[config.mk]
export PLATFORM = sky130hd
export DESIGN_NAME = obt_transceiver
export DESIGN_NICKNAME = d
export VERILOG_FILES = /design/src/obt_pkg.sv /design/src/obt_fifo_if.sv /design/src/obt_fifo.sv /design/src/obt_transceiver.sv
export SDC_FILE = /design/constraint.sdc
export NUM_CORES = 1
export LEC_CHECK = 0
export BUFFER_PORTS_ARGS = -buffer_cell sky130_fd_sc_hd__buf_2
export CORE_MARGIN = 2
export CORE_UTILIZATION = 58
export CTS_CLUSTER_DIAMETER = 200
export DETAILED_ROUTE_END_ITERATION = 10
export GPL_ROUTABILITY_DRIVEN = 0
export PLACE_DENSITY_LB_ADDON = 0.2
export SETUP_SLACK_MARGIN = 0.4
export SKIP_CTS_REPAIR_TIMING = 1
export SYNTH_ARGS = -nofsm -noshare
export SYNTH_HDL_FRONTEND = slang
export SYNTH_SLANG_ARGS = --single-unit
[constraint.sdc]
create_clock -name aclk -period 7.35 [get_ports aclk]
set_input_delay 0.735 -clock aclk [delete_from_list [all_inputs] [get_ports aclk]]
set_output_delay 0.735 -clock aclk [all_outputs]
set_load 0.1 [all_outputs]
[src/obt_pkg.sv]
`default_nettype none
package obt_pkg;
  // Port and capture widths.
  localparam int DATA_W    = 8;
  localparam int ADDR_W    = 5;
  localparam int AXI_W     = 32;
  localparam int LOG_DEPTH = 16;
  localparam int LOG_W     = 2 * DATA_W + 2;

  // Register byte addresses.
  localparam logic [ADDR_W-1:0] ADDR_CTRL   = 5'h00;
  localparam logic [ADDR_W-1:0] ADDR_STATUS = 5'h04;
  localparam logic [ADDR_W-1:0] ADDR_L2R    = 5'h08;
  localparam logic [ADDR_W-1:0] ADDR_R2L    = 5'h0C;
  localparam logic [ADDR_W-1:0] ADDR_LOG    = 5'h10;

  // Control register layout and reset value (outputs isolated).
  localparam int         CTRL_W         = 4;
  localparam int         CTRL_DRIVE_N   = 0;
  localparam int         CTRL_DIR       = 1;
  localparam int         CTRL_L2R_SEL   = 2;
  localparam int         CTRL_R2L_SEL   = 3;
  localparam logic [3:0] CTRL_RESET     = 4'h1;

  // Status register layout.
  localparam int ST_LOG_AVAIL = 0;
  localparam int ST_LOG_FULL  = 1;
  localparam int ST_LEFT_DRV  = 2;
  localparam int ST_RIGHT_DRV = 3;
  localparam int ST_L2R_VALID = 4;
  localparam int ST_R2L_VALID = 5;
  localparam int ST_OVERFLOW  = 6;
  localparam int ST_W         = 7;

  // Capture log word: bit positions of the two edge flags.
  localparam int LOG_L2R_FLAG = 2 * DATA_W;
  localparam int LOG_R2L_FLAG = 2 * DATA_W + 1;
  localparam int LOG_PAD_W    = AXI_W - LOG_W - 1;

  // AXI responses.
  localparam logic [1:0] RESP_OKAY   = 2'h0;
  localparam logic [1:0] RESP_SLVERR = 2'h2;
endpackage
`default_nettype wire

[src/obt_fifo_if.sv]
`timescale 1ns/100ps
`default_nettype none
interface obt_fifo_if #(parameter int WIDTH = 18);
  logic             in_valid;
  logic             in_ready;
  logic [WIDTH-1:0] in_data;
  logic             out_valid;
  logic             out_ready;
  logic [WIDTH-1:0] out_data;

  // The block fills and drains; the buffer answers both sides.
  modport user (output in_valid, output in_data, input in_ready,
                input out_valid, input out_data, output out_ready);
  modport buffer (input in_valid, input in_data, output in_ready,
                  output out_valid, output out_data, input out_ready);
endinterface
`default_nettype wire

[src/obt_fifo.sv]
`timescale 1ns/100ps
`default_nettype none
module obt_fifo #(
  parameter int WIDTH = 18,
  parameter int DEPTH = 16
) (
  // Clock and reset.
  input wire logic   aclk,
  input wire logic   aresetn,
  // Fill and drain sides.
  obt_fifo_if.buffer port_b
);
  localparam int PW = $clog2(DEPTH);
  localparam int CW = $clog2(DEPTH + 1);
  localparam logic [CW-1:0] FULL_COUNT = CW'(DEPTH);
  localparam logic [CW-1:0] ONE        = CW'(1);

  logic [WIDTH-1:0] mem [DEPTH];
  logic [PW-1:0]    wr_ptr_r;
  logic [PW-1:0]    rd_ptr_r;
  logic [CW-1:0]    count_r;
  logic [WIDTH-1:0] rd_data_r;
  wire              push;
  wire              pop;

  // Full and empty come straight from the occupancy count.
  assign port_b.in_ready  = (count_r != FULL_COUNT);
  assign port_b.out_valid = (count_r != '0);
  assign port_b.out_data  = rd_data_r;
  assign push = port_b.in_valid && port_b.in_ready;
  assign pop  = port_b.out_valid && port_b.out_ready;

  // Storage has no reset; a popped word is in the read register one cycle later.
  always_ff @(posedge aclk) begin
    if (push) begin
      mem[wr_ptr_r] <= port_b.in_data;
    end
    if (pop) begin
      rd_data_r <= mem[rd_ptr_r];
    end
  end

  // Pointers and count.
  always_ff @(posedge aclk) begin
    if (!aresetn) begin
      wr_ptr_r <= '0;
      rd_ptr_r <= '0;
      count_r  <= '0;
    end else begin
      wr_ptr_r <= push ? PW'(wr_ptr_r + 1'b1) : wr_ptr_r;
      rd_ptr_r <= pop ? PW'(rd_ptr_r + 1'b1) : rd_ptr_r;
      count_r  <= count_r + (push ? ONE : '0) - (pop ? ONE : '0);
    end
  end
endmodule
`default_nettype wire

[src/obt_transceiver.sv]
// How it works
// Capture clock edges load each direction register.
// Capture ignores drive enable and direction.
// Enable high drives nothing; no edge holds.
// Both edges while isolated store independently.
// Live right data drives left port.
// Stored right-to-left register drives left port.
// Live left data drives right port.
// Stored left-to-right register drives right port.
// Capture edges never change driven port.
// Never drive both ports together.
// Undriven port data remains capturable.
// Selects choose live or stored per direction.
// Outside logic holds unused controls defined.
// Direction registers unreset, undefined until captured.
//
// The AXI4-Lite slave port and the register offsets were chosen for this implementation.
`timescale 1ns/100ps
`default_nettype none
module obt_transceiver (
  // Clock and reset.
  input  wire logic                       aclk,
  input  wire logic                       aresetn,
  // AXI4-Lite write channels.
  input  wire logic [obt_pkg::ADDR_W-1:0] s_axi_awaddr,
  input  wire logic                       s_axi_awvalid,
  output logic                            s_axi_awready,
  input  wire logic [obt_pkg::AXI_W-1:0]  s_axi_wdata,
  input  wire logic [3:0]                 s_axi_wstrb,
  input  wire logic                       s_axi_wvalid,
  output logic                            s_axi_wready,
  output logic [1:0]                      s_axi_bresp,
  output logic                            s_axi_bvalid,
  input  wire logic                       s_axi_bready,
  // AXI4-Lite read channels.
  input  wire logic [obt_pkg::ADDR_W-1:0] s_axi_araddr,
  input  wire logic                       s_axi_arvalid,
  output logic                            s_axi_arready,
  output logic [obt_pkg::AXI_W-1:0]       s_axi_rdata,
  output logic [1:0]                      s_axi_rresp,
  output logic                            s_axi_rvalid,
  input  wire logic                       s_axi_rready,
  // Capture clock pins.
  input  wire logic                       left_to_right_capture_clock,
  input  wire logic                       right_to_left_capture_clock,
  // Left port pins.
  input  wire logic [obt_pkg::DATA_W-1:0] left_port_lines_in,
  output logic [obt_pkg::DATA_W-1:0]      left_port_lines_out,
  output logic [obt_pkg::DATA_W-1:0]      left_port_lines_oe_n,
  // Right port pins.
  input  wire logic [obt_pkg::DATA_W-1:0] right_port_lines_in,
  output logic [obt_pkg::DATA_W-1:0]      right_port_lines_out,
  output logic [obt_pkg::DATA_W-1:0]      right_port_lines_oe_n,
  // Capture log back-pressure.
  output logic                            capture_log_ready
);
  localparam int DW = obt_pkg::DATA_W;

  // Address decoding shared by the write and read paths.
  function automatic logic is_mapped(input logic [obt_pkg::ADDR_W-1:0] a);
    is_mapped = (a == obt_pkg::ADDR_CTRL) || (a == obt_pkg::ADDR_STATUS) ||
                (a == obt_pkg::ADDR_L2R) || (a == obt_pkg::ADDR_R2L) ||
                (a == obt_pkg::ADDR_LOG);
  endfunction

  // Port drive decoding shared by the drive logic and the status word.
  function automatic logic drives_left(input logic [obt_pkg::CTRL_W-1:0] c);
    drives_left = !c[obt_pkg::CTRL_DRIVE_N] && !c[obt_pkg::CTRL_DIR];
  endfunction
  function automatic logic drives_right(input logic [obt_pkg::CTRL_W-1:0] c);
    drives_right = !c[obt_pkg::CTRL_DRIVE_N] && c[obt_pkg::CTRL_DIR];
  endfunction

  obt_fifo_if #(.WIDTH(obt_pkg::LOG_W)) log_if ();

  logic [obt_pkg::CTRL_W-1:0] ctrl_r;
  logic [2:0]                 l2r_clk_sh_r;
  logic [2:0]                 r2l_clk_sh_r;
  logic [DW-1:0]              left_s1_r;
  logic [DW-1:0]              left_s2_r;
  logic [DW-1:0]              right_s1_r;
  logic [DW-1:0]              right_s2_r;
  logic [DW-1:0]              l2r_reg_r;
  logic [DW-1:0]              r2l_reg_r;
  logic                       l2r_loaded_r;
  logic                       r2l_loaded_r;
  logic                       overflow_r;
  logic                       aw_held_r;
  logic                       w_held_r;
  logic [obt_pkg::ADDR_W-1:0] awaddr_r;
  logic [obt_pkg::AXI_W-1:0]  wdata_r;
  logic [3:0]                 wstrb_r;
  logic                       rd_pend_r;
  logic                       log_hit_r;
  logic [obt_pkg::ADDR_W-1:0] araddr_r;

  // Pin synchronisers: stage one feeds only stage two.
  always_ff @(posedge aclk) begin
    l2r_clk_sh_r <= {l2r_clk_sh_r[1:0], left_to_right_capture_clock};
    r2l_clk_sh_r <= {r2l_clk_sh_r[1:0], right_to_left_capture_clock};
    left_s1_r    <= left_port_lines_in;
    left_s2_r    <= left_s1_r;
    right_s1_r   <= right_port_lines_in;
    right_s2_r   <= right_s1_r;
  end

  // Rising edges seen after synchronisation; data is aligned with stage two.
  wire l2r_edge = l2r_clk_sh_r[1] && !l2r_clk_sh_r[2];
  wire r2l_edge = r2l_clk_sh_r[1] && !r2l_clk_sh_r[2];

  // capture on edge.
  // No control input gates these loads, and the registers carry no reset.
  always_ff @(posedge aclk) begin
    if (l2r_edge) begin
      l2r_reg_r <= left_s2_r;
    end
    if (r2l_edge) begin
      r2l_reg_r <= right_s2_r;
    end
  end

  // loaded flags.
  // Software learns here whether stored data has any meaning yet.
  always_ff @(posedge aclk) begin
    if (!aresetn) begin
      l2r_loaded_r <= 1'b0;
      r2l_loaded_r <= 1'b0;
    end else begin
      l2r_loaded_r <= l2r_loaded_r || l2r_edge;
      r2l_loaded_r <= r2l_loaded_r || r2l_edge;
    end
  end

  // left source selection.
  wire [DW-1:0] left_src  = ctrl_r[obt_pkg::CTRL_R2L_SEL] ? r2l_reg_r : right_s2_r;
  // right source selection.
  wire [DW-1:0] right_src = ctrl_r[obt_pkg::CTRL_L2R_SEL] ? l2r_reg_r : left_s2_r;
  wire          left_drv  = drives_left(ctrl_r);
  wire          right_drv = drives_right(ctrl_r);

  // registered port drive.
  // Enables depend only on the control register, so capture edges cannot
  // disturb them and the two decodes are exclusive by construction.
  always_ff @(posedge aclk) begin
    if (!aresetn) begin
      left_port_lines_out   <= '0;
      right_port_lines_out  <= '0;
      left_port_lines_oe_n  <= '1;
      right_port_lines_oe_n <= '1;
    end else begin
      left_port_lines_out   <= left_src;
      right_port_lines_out  <= right_src;
      left_port_lines_oe_n  <= {DW{!left_drv}};
      right_port_lines_oe_n <= {DW{!right_drv}};
    end
  end

  // capture log feed.
  // One word holds both directions, so simultaneous edges are never split.
  assign log_if.in_valid = l2r_edge || r2l_edge;
  assign log_if.in_data  = {r2l_edge, l2r_edge, right_s2_r, left_s2_r};

  obt_fifo #(
    .WIDTH (obt_pkg::LOG_W),
    .DEPTH (obt_pkg::LOG_DEPTH)
  ) u_log (
    .aclk    (aclk),
    .aresetn (aresetn),
    .port_b  (log_if.buffer)
  );

  // Write channel handshake and register update decode.
  wire aw_take  = s_axi_awvalid && s_axi_awready;
  wire w_take   = s_axi_wvalid && s_axi_wready;
  wire do_write = aw_held_r && w_held_r && !s_axi_bvalid;
  wire wr_hit   = is_mapped(awaddr_r);
  wire wr_ctrl  = do_write && wstrb_r[0] && (awaddr_r == obt_pkg::ADDR_CTRL);
  wire wr_stat  = do_write && wstrb_r[0] && (awaddr_r == obt_pkg::ADDR_STATUS);
  wire ovf_clr  = wr_stat && wdata_r[obt_pkg::ST_OVERFLOW];
  wire ovf_set  = log_if.in_valid && !log_if.in_ready;
  wire aw_held_nxt = aw_held_r ? !do_write : aw_take;
  wire w_held_nxt  = w_held_r ? !do_write : w_take;
  wire bvalid_nxt  = do_write || (s_axi_bvalid && !s_axi_bready);

  // Write address and data may arrive in either order; each is held until
  // the pair is complete, and neither is taken again until the response has been accepted.
  always_ff @(posedge aclk) begin
    if (!aresetn) begin
      aw_held_r     <= 1'b0;
      w_held_r      <= 1'b0;
      s_axi_awready <= 1'b0;
      s_axi_wready  <= 1'b0;
      s_axi_bvalid  <= 1'b0;
      s_axi_bresp   <= obt_pkg::RESP_OKAY;
    end else begin
      aw_held_r     <= aw_held_nxt;
      w_held_r      <= w_held_nxt;
      s_axi_awready <= !aw_held_nxt && !bvalid_nxt;
      s_axi_wready  <= !w_held_nxt && !bvalid_nxt;
      s_axi_bvalid  <= bvalid_nxt;
      if (do_write) begin
        s_axi_bresp <= wr_hit ? obt_pkg::RESP_OKAY : obt_pkg::RESP_SLVERR;
      end
    end
  end

  // Write payload capture.
  always_ff @(posedge aclk) begin
    if (aw_take) begin
      awaddr_r <= s_axi_awaddr;
    end
    if (w_take) begin
      wdata_r <= s_axi_wdata;
      wstrb_r <= s_axi_wstrb;
    end
  end

  // Control register and overflow flag; a new overflow beats its clear.
  always_ff @(posedge aclk) begin
    if (!aresetn) begin
      ctrl_r     <= obt_pkg::CTRL_RESET;
      overflow_r <= 1'b0;
    end else begin
      if (wr_ctrl) begin
        ctrl_r <= wdata_r[obt_pkg::CTRL_W-1:0];
      end
      overflow_r <= ovf_set || (overflow_r && !ovf_clr);
    end
  end

  // Read channel: a log read pops in the address cycle, data is muxed later.
  wire ar_take    = s_axi_arvalid && s_axi_arready;
  wire log_pop    = ar_take && (s_axi_araddr == obt_pkg::ADDR_LOG) && log_if.out_valid;
  wire rvalid_nxt = rd_pend_r || (s_axi_rvalid && !s_axi_rready);
  assign log_if.out_ready = log_pop;

  wire [obt_pkg::ST_W-1:0] status_word = {overflow_r, r2l_loaded_r, l2r_loaded_r, right_drv,
                                          left_drv, !log_if.in_ready, log_if.out_valid};
  // An empty log read returns zero rather than a stale word.
  wire [obt_pkg::LOG_W-1:0] log_word = log_hit_r ? log_if.out_data : '0;
  wire [obt_pkg::AXI_W-1:0] rd_mux =
    (araddr_r == obt_pkg::ADDR_CTRL)   ? {{(obt_pkg::AXI_W-obt_pkg::CTRL_W){1'b0}}, ctrl_r} :
    (araddr_r == obt_pkg::ADDR_STATUS) ? {{(obt_pkg::AXI_W-obt_pkg::ST_W){1'b0}}, status_word} :
    (araddr_r == obt_pkg::ADDR_L2R)    ? {{(obt_pkg::AXI_W-DW){1'b0}}, l2r_reg_r} :
    (araddr_r == obt_pkg::ADDR_R2L)    ? {{(obt_pkg::AXI_W-DW){1'b0}}, r2l_reg_r} :
    (araddr_r == obt_pkg::ADDR_LOG)    ? {log_hit_r, {obt_pkg::LOG_PAD_W{1'b0}}, log_word} :
    '0;

  // Read handshake and registered answer.
  always_ff @(posedge aclk) begin
    if (!aresetn) begin
      rd_pend_r     <= 1'b0;
      log_hit_r     <= 1'b0;
      s_axi_arready <= 1'b0;
      s_axi_rvalid  <= 1'b0;
      s_axi_rdata   <= '0;
      s_axi_rresp   <= obt_pkg::RESP_OKAY;
    end else begin
      rd_pend_r     <= ar_take;
      log_hit_r     <= ar_take ? log_pop : log_hit_r;
      s_axi_arready <= !ar_take && !rd_pend_r && !rvalid_nxt;
      s_axi_rvalid  <= rvalid_nxt;
      if (rd_pend_r) begin
        s_axi_rdata <= rd_mux;
        s_axi_rresp <= is_mapped(araddr_r) ? obt_pkg::RESP_OKAY : obt_pkg::RESP_SLVERR;
      end
    end
  end

  // Read address capture.
  always_ff @(posedge aclk) begin
    if (ar_take) begin
      araddr_r <= s_axi_araddr;
    end
  end

  // Log back-pressure is exported so the source can pace its capture clocks.
  always_ff @(posedge aclk) begin
    if (!aresetn) begin
      capture_log_ready <= 1'b0;
    end else begin
      capture_log_ready <= log_if.in_ready;
    end
  end
endmodule
`default_nettype wire

=== Word-level counts from Yosys, hierarchy flattened ===
Memories as Yosys holds them, arrays and structs flattened. A register that Yosys moved wholly into a read port is not among the register bits.
Index checks and enable logic that the tools add are counted.

* Register bits: 156
* Bits in writable memories: 288
* Bits of input ports: 71
* Logic and storage cells: 127
* Memories: 1

{| class="wikitable"
|+ Memory list
! memory !! depth !! width !! read ports !! clocked after Yosys merged registers in !! wr ports !! line !! source
|-
| u_log.mem || 16 || 18 || 1 || 1 || 1 || obt_fifo.sv:18 || <nowiki>logic [WIDTH-1:0] mem [DEPTH];</nowiki>
|}

* $add $sub $neg: 4
* Equal/unequal tests: 10
* Muxes and demuxes: 16
* Reductions and logical operators: 60

{| class="wikitable"
|+ Operators with widths
! operator !! count
|-
| two-way mux 32 bit || 5
|-
| logical AND 1 bit || 25
|-
| equality test 5 x 4 -> 1 bit (second input constant) || 4
|-
| logical NOT 1 bit || 18
|-
| two-way mux 18 bit || 1
|-
| two-way mux 8 bit || 2
|-
| equality test 5 bit (second input constant) || 3
|-
| logical OR 1 bit || 14
|-
| equality test 5 x 3 -> 1 bit (second input constant) || 2
|-
| logical NOT 5 bit || 2
|-
| adder 4 x 1 -> 4 bit (second input constant) || 2
|-
| two-way mux 1 bit || 6
|-
| adder 5 bit || 1
|-
| inequality test 5 bit (second input constant) || 1
|-
| nonzero test 5 bit || 1
|-
| subtractor 5 bit || 1
|-
| two-way mux 2 bit || 2
|}

=== Longest topological paths before layout ===
Gate-level depths: netlist (run 1).

* Word-level depth: 8
* Mapped depth: 13

=== By module ===
From an unflattened synthesis (run 1), not the netlist that was laid out.

* Cell total of the unflattened synthesis: 932
* Area total of the unflattened synthesis: 16578.4 um^2

{| class="wikitable"
|+ By module, submodules not included
! module !! times used !! cells an instance !! area an instance (um^2) !! sequential area each (um^2)
|-
| obt_fifo || 1 || 564 || 12147.9 || 9449.1
|-
| obt_transceiver || 1 || 368 || 4430.5 || 2842.7
|}

=== Worst setup path before layout (run 1) ===
OpenSTA, ideal clock, no wires.

* Kind: reg-to-reg
* From: register s_axi_arready
* To: register u_log.count_r[4]
* Data arrival time: 3.377 ns
* Slack: 3.857 ns
* Cell stages (with the launch flop): 12
* Cells stage by stage: dfxtp_1 > and3_1 > nand3_2 > inv_1 > ha_1 > inv_1 > ha_1 > fa_1 > a21oi_1 > nor2_1 > or3_1 > and3_1

* Cells in the longest elaborated chain, start to end: 6

{| class="wikitable"
|+ RTL lines
! item !! line !! source
|-
| start, declared || obt_transceiver.sv:38 || <nowiki>output logic s_axi_arready,</nowiki>
|-
| start signal, assigned || obt_transceiver.sv:261 || <nowiki>s_axi_arready <= !ar_take && !rd_pend_r && !rvalid_nxt;</nowiki>
|-
| logical AND 1 bit || obt_transceiver.sv:232 || <nowiki>wire ar_take = s_axi_arvalid && s_axi_arready;</nowiki>
|-
| logical AND 1 bit (2 in series) || obt_transceiver.sv:233 || <nowiki>wire log_pop = ar_take && (s_axi_araddr == obt_pkg::ADDR_LOG) && log_if.out_valid;</nowiki>
|-
| via log_if.out_ready || obt_fifo_if.sv:8 || <nowiki>logic out_ready;</nowiki>
|-
| logical AND 1 bit || obt_fifo.sv:31 || <nowiki>assign pop = port_b.out_valid && port_b.out_ready;</nowiki>
|-
| two-way mux 1 bit || obt_fifo.sv:52 || <nowiki>count_r <= count_r + (push ? ONE : '0) - (pop ? ONE : '0);</nowiki>
|-
| subtractor 5 bit || obt_fifo.sv:52 ||
|-
| end signal, assigned || obt_fifo.sv:52 ||
|-
| end, declared || obt_fifo.sv:21 || <nowiki>logic [CW-1:0] count_r;</nowiki>
|}

The timed path passes the listed nets, and every way through them passes these cells.
A chain may end at the register's enable or synchronous reset.

=== Worst setup path after layout (run 1) ===
* From: register u_log.count_r[3]
* To: register u_log.count_r[4]

* Cells in the longest elaborated chain, start to end: 5
* Elaborated cells between the ends (all ways): 9
* Those cells by class: add/sub (2); eq/ne (1); mux (2); reduce/logical (4)

{| class="wikitable"
|+ RTL lines
! item !! line !! source
|-
| nonzero test 5 bit || obt_fifo.sv:28 || <nowiki>assign port_b.out_valid = (count_r != '0);</nowiki>
|-
| logical AND 1 bit || obt_transceiver.sv:233 ||
|-
| via log_if.out_ready || obt_fifo_if.sv:8 ||
|-
| logical AND 1 bit || obt_fifo.sv:31 ||
|-
| two-way mux 1 bit || obt_fifo.sv:52 ||
|-
| subtractor 5 bit || obt_fifo.sv:52 ||
|}

The timed path passes the listed nets, and every way through them passes these cells.

==> results.md, run 1 <==
- The sum of buffers and inverters on the critical path is 3.
- The number of enable flip-flop cells after synthesis is 338.
- The actual slew at the worst max-slew pin is 1.09 ns.
- The aggregate global-route resource usage is 0.230.
- The worst-case IR drop observed on VDD is 0.206 mV.
- The number of pins exceeding their max-slew limit in the final report is 0.
- The proportion of register bits with asynchronous set or reset after synthesis is 0.
- Setup slack on the worst reg-to-reg path comes out at 3.68 ns.
- In this run the worst setup path terminates at u_log.count_r[4].
- The post-synthesis average cell area is 17.8 um^2.
- For this run, the number of Yosys warnings is 0.
- Counting flops and latches in the post-synthesis netlist gives 445.
- The overall via count from detail_route is 8633.
- The die covers 30000 um^2.
- The endpoint of the lowest-slack register-to-register path is u_log.count_r[4].
- The count of final hold-check violations is 0.
- Entering global routing, the biggest net connects 72 pins.
- The count of clock tree sinks is 445.
- After detailed routing, the number of vias per cell comes to 5.93.
- The later pin in the worst-skew pair is clocked with a latency of 0.55 ns.
- Synthesis instantiated 60 different standard cells from the library.
- The number of placement rows is 61.
- The number of antenna violations at the first check in global routing is 0.
- For this run, the share of the core covered by cells in the final layout is 0.675.
- The signal on the critical path passes through inv_1 -> ha_1 -> or4b_1 -> nand3_2 -> inv_1 -> ha_1 -> inv_1 -> ha_1 -> fa_1 -> a21oi_1 -> nor2_1 -> or3_1 -> and3_1.
- Along the worst path, the maximum fanout reaches 19.
- Summed over all nets, the half-perimeter wirelength after detailed placement is 19200 um.
- The origin of the critical flop-to-flop path is u_log.count_r[3].
- The largest buffer count on any clock path is 3.
- TritonCTS built the clock tree.
- STA classifies the critical path startpoint as a flop.
- The family of cells with the greatest summed delay on the critical path is simple AND/OR/NAND/NOR gates.
- The die is 173 um tall.
- The layout net count is 1126.
- The wire length of the first global-routing pass is 51600 um.
- Setup violations remaining at the end of the flow were counted as 0.
- The type of the worst setup path is flop to flop.
- The count of boundary I/O pins is 145.
- The worst hold path belongs to the class input port to flop.
- The cell count after synthesis is 934.
- After synthesis the cells add up to 16600 um^2.
- The sequential cell area fraction in the yosys report is 0.741.
- Compared with the post-synthesis result, the final layout area differs by 13.9%.
- The average wire per cell in the routed design is 23.2 um.
- The leakage dissipation is 0.00642 uW.
- The total of buffers placed on input and output ports is 99.
- Once detail routing completed, the nets flagged for antenna violations numbered 0.
- The share of the cycle needed by the critical path after routing is 0.499.
- The share of cells above drive strength 1 is 0.272.
- Leaving out fill and tap cells, the most frequent cell in the layout is sky130_fd_sc_hd__edfxtp_1.
- The commonest register cell after synthesis is sky130_fd_sc_hd__edfxtp_1.
- For this configuration, the core starts out at a cell density of 0.592.
- The number of inserted diodes is 0.
- The root buffer cell is sky130_fd_sc_hd__clkbuf_16.
- The biggest cell delay along the critical path is 0.58 ns.
- After routing, the total negative slack on setup checks comes to 0 ns.
- Tracing the worst setup path back leads to its startpoint at u_log.count_r[3].
- The total stage count of the critical path is 13.
- The residual overflow from global routing is 0.
- The via count of the first global-routing pass is 8522.
- The achievable clock frequency is 273 MHz.
- Setup repair after global routing left no endpoint under its margin.
- After detailed routing, the total wire length is 33700 um.
- The core box area is 28000 um^2.
- The H-tree was split into 2 levels.
- The clock skew is 0.0206 ns.
- STA puts the critical path data required time at 7.77 ns.
- STA classifies the critical path endpoint as a flop.
- Among all stages on the critical path, the largest delay is contributed by sky130_fd_sc_hd__or4b_1.
- The number of detailed-routing iterations run before antenna repair is 5.
- The width of the die is 173 um.
- In this run, CTS created clock tree buffers numbering 44.
- The design draws 5480 uW.
- Data arrives at the worst endpoint at 4.09 ns.
- For the worst flop-to-flop path, the logic depth is 13.
- After detailed routing, the number of remaining DRC violations is 0.
- The final critical path time including I/O delays and setup is 3.67 ns.
- Clock-pin slew was measured on the worst setup and hold paths at 0.06 ns.
- Headroom to the max-slew limit came out at 0.272.
- The flow ran to the end, and the final reports show no timing, DRC or antenna violations.
- The count of routing violations after the opening detailed-route iteration is 836.
- The total power density per cell area is 290 nW/um^2.
- Across the run, the number of max-cap violations was 0.
- The library cells used most frequently in the layout, excluding fill and tap cells, are 338 x sky130_fd_sc_hd__edfxtp_1, 105 x sky130_fd_sc_hd__dfxtp_1, 99 x sky130_fd_sc_hd__buf_2.
[cell type report]
| cell class | instances | area [um^2] |
|---|---|---|
| clock buffer | 65 | 1360 |
| timing repair buffer | 121 | 661 |
| inverter | 17 | 63.8 |
| fill | 1882 | 9110 |
| sequential | 445 | 12300 |
| multi-input combinational | 414 | 3910 |
| tap | 378 | 473 |
| clock inverter | 16 | 141 |
[worst min path at each step]
stage                            from               to  cells after the start  slack (ns)
3_5_place_dp             left_s1_r[4]     left_s2_r[4]                      0        0.31
2_1_floorplan         l2r_clk_sh_r[0]  l2r_clk_sh_r[1]                      0        0.31
4_1_cts         left_port_lines_in[0]     left_s1_r[0]                      1        0.27
6_report       right_port_lines_in[4]    right_s1_r[4]                      1        0.29
3_3_place_gp             left_s1_r[3]     left_s2_r[3]                      0        0.31
5_1_grt        right_port_lines_in[1]    right_s1_r[1]                      1        0.27
[synthesized netlist by cell type, drive strengths merged, types with 4 or more instances]
cell type / number / area (um^2)
a21boi: 15 / 113
a21o: 4 / 30.0
a21oi: 17 / 88.8
a22oi: 37 / 278
a32oi: 4 / 35.0
and2: 12 / 77.6
and3: 4 / 25.0
buf: 47 / 335
clkbuf: 25 / 93.8
dfxtp: 107 / 2140
edfxtp: 338 / 10100
ha: 11 / 138
inv: 17 / 63.8
mux2i: 20 / 200
mux4: 72 / 1620
nand2: 44 / 165
nand2b: 12 / 75.1
nand3: 19 / 100
nor2: 23 / 86.3
nor2b: 27 / 169
nor3: 7 / 40.0
nor4: 4 / 52.6
o21ai: 27 / 135
xnor2: 5 / 43.8
[metal layers]
| layer | global-route usage | up-vias | part of all wire |
|---|---|---|---|
| li1 | - | 3794 | - |
| met1 | 0.334 | 4334 | 0.42 |
| met2 | 0.347 | 438 | 0.46 |
| met3 | 0.0464 | 67 | 0.083 |
| met4 | 0.0904 | 0 | 0.034 |
| met5 | 0 | - | 0 |
[logic make-up after synthesis]
logic type / after synthesis / share of synthesized area
adder cells (fa/ha/maj): 12 / 0.00950
flip-flops: 445 / 0.741
multiplexers: 93 / 0.110
AND/OR/NAND/NOR: 167 / 0.0565
AO/OA/AOI/OAI: 119 / 0.0485
XOR/XNOR: 8 / 0.00422
buffers and inverters: 89 / 0.0297
other: 1 / 0.000226
[sequential cells by signal (all words and copies together) (netlist names), 3 cells and up]
signal and cells:
l2r_reg_r 8, r2l_clk_sh_r 3, araddr_r 5, l2r_clk_sh_r 3
wdata_r 5, u_log.rd_ptr_r 4, left_s1_r 8, u_log.count_r 5
right_s1_r 8, right_port_lines_out 8, left_s2_r 8, r2l_reg_r 8
right_s2_r 8, s_axi_rdata 19, ctrl_r 4, u_log.mem 288
u_log.port_b.out_data 18, awaddr_r 5, left_port_lines_out 8, u_log.wr_ptr_r 4
[stage by stage]
step           hold WS, ns  setup WS, ns  instances  instance area, um^2
2_1_floorplan        0.310          3.86        948                16600
3_3_place_gp         0.310          3.51       1375                17400
3_5_place_dp         0.312          3.48       1375                17400
4_1_cts              0.271          3.66       1456                18900
5_1_grt              0.271          3.49       1456                18900
6_report             0.288          3.68       1456                18900
[report_power, final]
group,leakage [uW],switching (uW),internal (uW)
logic,0.00173,252,110
clock network,0.000741,907,1360
registers,0.00395,59.5,2800
total,0.00642,1220,4270
(Power assumes the default switching activity.)
==> run 2: changes to the inputs <==
--- a/config.mk
+++ b/config.mk
@@ -5,9 +5,10 @@
 export SDC_FILE = /design/constraint.sdc
 export NUM_CORES = 1
 export LEC_CHECK = 0
+export ABC_AREA = 1
 export BUFFER_PORTS_ARGS = -buffer_cell sky130_fd_sc_hd__buf_2
 export CORE_MARGIN = 2
-export CORE_UTILIZATION = 58
+export CORE_UTILIZATION = 53
 export CTS_CLUSTER_DIAMETER = 200
 export DETAILED_ROUTE_END_ITERATION = 10
 export GPL_ROUTABILITY_DRIVEN = 0
==> constraint.sdc (replaced) <==
create_clock -name aclk -period 3.3 [get_ports aclk]
set_input_delay 0.33 -clock aclk [delete_from_list [all_inputs] [get_ports aclk]]
set_output_delay 0.33 -clock aclk [all_outputs]
set_load 0.1 [all_outputs]
==> run 2 against run 1 <==
Maximum frequency rose by 41%. Non-clock buffer count rose by 52. Clock skew fell by 0.0086 ns. Hold slack got worse by 0.20 ns. Flip-flop and latch count did not move. Setup slack got worse by 3.0 ns. Synthesized cell count rose by 46%. Largest cell class unchanged. Largest power group unchanged.
==> results.md, run 2 <==
- The signal on the critical path passes through inv_1 -> ha_1 -> nand4_1 -> nand2_1 -> inv_1 -> ha_1 -> inv_1 -> ha_1 -> fa_1 -> nand3_1 -> nand3_1 -> nor3b_1.
- The total power density per cell area was 629 nW/um^2 (+120%).
- The number of flip-flops under the largest register name came to 288 (unchanged).
- The total of flip-flops plus latches after synthesis came to 445 (unchanged).
- The summed negative setup slack over all endpoints came to 0 ns (unchanged).
- The number of enable flip-flop cells after synthesis is 338 (unchanged).
- The final count of negative-setup-slack endpoints is 0 (unchanged).
- The total of buffers placed on input and output ports was 99 (unchanged).
- The simple-gate portion of the synthesized area is 0.0955 (+0.0390).
- The number of maximum-capacitance violations is 0 (unchanged).
- The switching power as a share of total power is 0.223 (+0.000369).
- The count of boundary I/O pins was 145 (unchanged).
- The largest driver fanout on the critical path is 8 (-11).
- The internal power is 9590 uW (+120%).
- The number of placement rows was 65 (+6.6%).
- The total length of routed wires came to 39000 um (+16%).
- The post-synthesis adder-cell area fraction came to 0.00935 (-0.000150).
- The via-per-instance ratio came to 5.63 (-5.0%).
- The multiplexer area fraction after synthesis is 0 (-0.110).
- The biggest cell delay along the critical path was 0.43 ns (-0.15 ns).
- The aggregate global-route resource usage came to 0.234 (+0.00459).
- The proportion of power drawn by combinational gates was 0.068 (+0.002).
- Setup repair after global routing left no endpoint under its margin.
- The class of the tightest hold or removal check is input port to flop.
- The residual overflow from global routing is 0 (unchanged).
- The residual antenna-violating net count after detailed routing is 0 (unchanged).
- The number of cells traversed by the worst hold path came to 3 (+2).
- The maximum resistive drop on vdd came to 0.420 mV (+100%).
- The share of total power in sequential cells came to 0.515 (-0.006).
- The actual slew at the worst max-slew pin is 1.13 ns (+0.0409 ns).
- The area enclosed by the die boundary is 33200 um^2 (+11%).
- The wire length of the first global-routing pass is 59200 um (+15%).
- The number of warnings issued by yosys is 0 (unchanged).
- The overall power after layout was 12300 uW (+120%).
- The combinational family with the most area after synthesis is compound AO/OA/AOI/OAI gates.
- The number of H-tree levels is 2 (unchanged).
- The register with the most flip-flops is u_log.mem.
- STA classifies the critical path endpoint as a flop.
- The number of pins exceeding their max-slew limit in the final report is 0 (unchanged).
- The startpoint identified for the worst hold timing path is s_axi_awvalid.
- TritonCTS built the clock tree.
- The average wire per cell in the routed design is 20.1 um (-13%).
- The cell count of the worst reg-to-reg path was 12 (-1).
- For this run, the leading register cell type out of synthesis is sky130_fd_sc_hd__edfxtp_1.
- The core box area came to 31500 um^2 (+12%).
- The worst setup path is launched from a flop.
- The clock skew came to 0.0121 ns (-0.00855 ns).
- The sequential cell area fraction in the yosys report is 0.729 (-0.0117).
- The data arrival at the endpoint of the critical path was 2.98 ns (-1.11 ns).
- The proportion of register bits with asynchronous set or reset after synthesis is 0 (unchanged).
- After synthesis, the cell types taking the most area are sky130_fd_sc_hd__edfxtp_1 60%, sky130_fd_sc_hd__dfxtp_1 13%, sky130_fd_sc_hd__o21ai_0 5.3%.
- The clock latency on the worst-skew pair is 0.54 ns (about the same).
- The post-CTS clock slew at the launch and capture registers of the worst setup and hold paths is 0.06 ns (about the same).
- The share of the cycle needed by the critical path after routing is 0.790 (+0.291).
- The width of the die came to 182 um (+5.3%).
- The xor/xnor cell area share of the yosys netlist came to 0.00208 (-0.00214).
- The complex-gate fraction of the synthesized area is 0.114 (+0.0653).
- The area growth from synthesis to layout is 16.3%.
- The count of routing violations after the opening detailed-route iteration is 998 (+19%).
- The fraction of post-synthesis cell area in the top cell type by area came to 0.602 (-0.00963).
- The slowest stage cell on the critical path is sky130_fd_sc_hd__fa_1.
- The estimated wirelength of the detail-placed design is 23500 um (+22%).
- The via count of the first global-routing pass is 10300 (+20%).
- The post-synthesis cell type count is 34 (-43%).
- The worst register-to-register path begins at u_log.count_r[3].
- The worst register-to-register path ends at u_log.count_r[4].
- The headroom to the max-slew limit is 0.244 (-0.0281).
- For hold timing, the worst endpoint is aw_held_r.
- The library cells used most frequently in the layout, excluding fill and tap cells, are 338 x sky130_fd_sc_hd__edfxtp_1, 207 x sky130_fd_sc_hd__nor2_1, 178 x sky130_fd_sc_hd__o21ai_0.
- The cell count after synthesis came to 1364 (+46%).
- The number of buffers added by the clock tree synthesis step came to 45 (+2.3%).
- After synthesis, the most frequently instantiated cells are 338 x sky130_fd_sc_hd__edfxtp_1, 225 x sky130_fd_sc_hd__nor2_1, 178 x sky130_fd_sc_hd__o21ai_0.
- The maximum number of pins on one net before global-route repair is 160 (+120%).
- The largest buffer count on any clock path came to 3 (unchanged).
- The slack of the worst reg-to-reg path is 0.69 ns (-2.99 ns).
- The count of final hold-check violations was 0 (unchanged).
- The most frequent standard cell in the layout excluding fill and tap cells is sky130_fd_sc_hd__edfxtp_1.
- The endpoint required time on the critical path is 3.67 ns (-4.10 ns).
- The achievable clock frequency is 383 MHz (+41%).
- The overall via count from detail_route is 10900 (+26%).
- The count of clock tree sinks was 445 (unchanged).
- The post-synthesis average cell area came to 12.4 um^2 (-30%).
- The layout net count is 1580 (+40%).
- The number of detailed-routing iterations run before antenna repair was 5 (unchanged).
- The synthesized design spends more area on one cell type than any other, namely sky130_fd_sc_hd__edfxtp_1.
- The combined area of all synthesized cells was 16900 um^2 (+1.6%).
- Among all cell types in the netlist, the one instantiated most often is sky130_fd_sc_hd__edfxtp_1.
- The share of cells above drive strength 1 was 0.151 (-0.120).
- The setup path with the least slack is of type flop to flop.
- The number of remaining DRC errors is 0 (unchanged).
- The net switching power is 2750 uW (+130%).
- The flow ran to the end, and the final reports show no timing, DRC or antenna violations.
- The leakage dissipation is 0.00706 uW (+9.9%).
- The number of antenna violations at the first check in global routing is 1 (+1).
- The number of inserted diodes is 0 (unchanged).
- The clock network fraction of total power is 0.417 (+0.004).
- The root buffer cell chosen for the clock tree is sky130_fd_sc_hd__clkbuf_16.
- The initial standard-cell utilization of the core came to 0.536 (-0.0567).
- The final critical path time including I/O delays and setup is 2.61 ns (-1.06 ns).
- The height of the die is 182 um (+5.3%).
[run 2: cell count changes in the layout (fill, tap and decap cells not counted), moves of 24 or more]
| cell | change |
|---|---|
| sky130_fd_sc_hd__nor2_1 | +196 |
| sky130_fd_sc_hd__a22oi_1 | -37 |
| sky130_fd_sc_hd__a21oi_1 | +45 |
| sky130_fd_sc_hd__nand2_1 | +54 |
| sky130_fd_sc_hd__nand3_1 | +24 |
| sky130_fd_sc_hd__o211ai_1 | +49 |
| sky130_fd_sc_hd__mux4_2 | -72 |
| sky130_fd_sc_hd__inv_1 | +48 |
| sky130_fd_sc_hd__o21ai_0 | +151 |
| sky130_fd_sc_hd__nor2b_1 | -27 |
| sky130_fd_sc_hd__dlygate4sd3_1 | +34 |
[run 2: cells by family (layout without fill, tap and decap cells)]
family / after synthesis / in the layout
buffers and inverters: 170 / 325
XOR/XNOR: 4 / 4
other: 1 / 15
AO/OA/AOI/OAI: 338 / 338
AND/OR/NAND/NOR: 394 / 394
adder cells (fa/ha/maj): 12 / 12
flip-flops: 445 / 445
[run 2: worst max-delay path by stage]
| stage | startpoint | to | slack [ns] | cells past startpoint |
|---|---|---|---|---|
| 4_1_cts | u_log.count_r[2] | u_log.count_r[4] | 0.70 | 12 |
| 5_1_grt | u_log.count_r[3] | u_log.count_r[4] | 0.51 | 12 |
| 3_3_place_gp | l2r_clk_sh_r[1] | u_log.mem[11][2] | 0.76 | 9 |
| 2_1_floorplan | l2r_clk_sh_r[1] | u_log.mem[11][0] | 0.38 | 8 |
| 3_5_place_dp | u_log.count_r[2] | u_log.count_r[4] | 0.72 | 12 |
| 6_report | u_log.count_r[3] | u_log.count_r[4] | 0.69 | 12 |
[run 2: critical path: cells and delay by family, from the launching register on]
kind	cells	cell delay [ns]
adder cells (fa/ha/maj)	4	1.10
AND/OR/NAND/NOR	5	0.79
flip-flops	1	0.32
buffers and inverters	3	0.23
[run 2: metrics by stage]
step                      setup WS (ns)  utilization  hold slack, ns  area [um^2]  instances
after detailed placement          0.724        0.564           0.312        17700       1818
after CTS                         0.701        0.612          -0.131        19300       1901
final                             0.692        0.623          0.0881        19600       1935
after floorplan                   0.378            -           0.310        16900       1378
after global routing              0.506        0.623           0.109        19600       1935
after global placement            0.758        0.564           0.310        17700       1818
[run 2: layout make-up]
type	instances	area [um^2]
clock buffer	61	1260
clock inverter	22	262
fill	2450	11900
inverter	69	262
multi-input combinational	763	3820
sequential	445	12300
tap	402	503
timing repair buffer	173	1200
[run 2: metal layers]
| layer | up-vias | wire (um) | track usage |
|---|---|---|---|
| met4 | 0 | 1010 | 0.0735 |
| li1 | 5119 | - | - |
| met1 | 5262 | 16700 | 0.331 |
| met5 | - | 0 | 0 |
| met2 | 446 | 18200 | 0.371 |
| met3 | 71 | 3040 | 0.0461 |
[run 2: power by group through the flow]
stage	Clock, uW	Combinational (uW)	Sequential [uW]
2_1_floorplan	0	455	6560
3_3_place_gp	0	779	6460
3_5_place_dp	0	800	6470
4_1_cts	5240	805	6350
5_1_grt	5470	910	6370
6_report	5150	841	6350
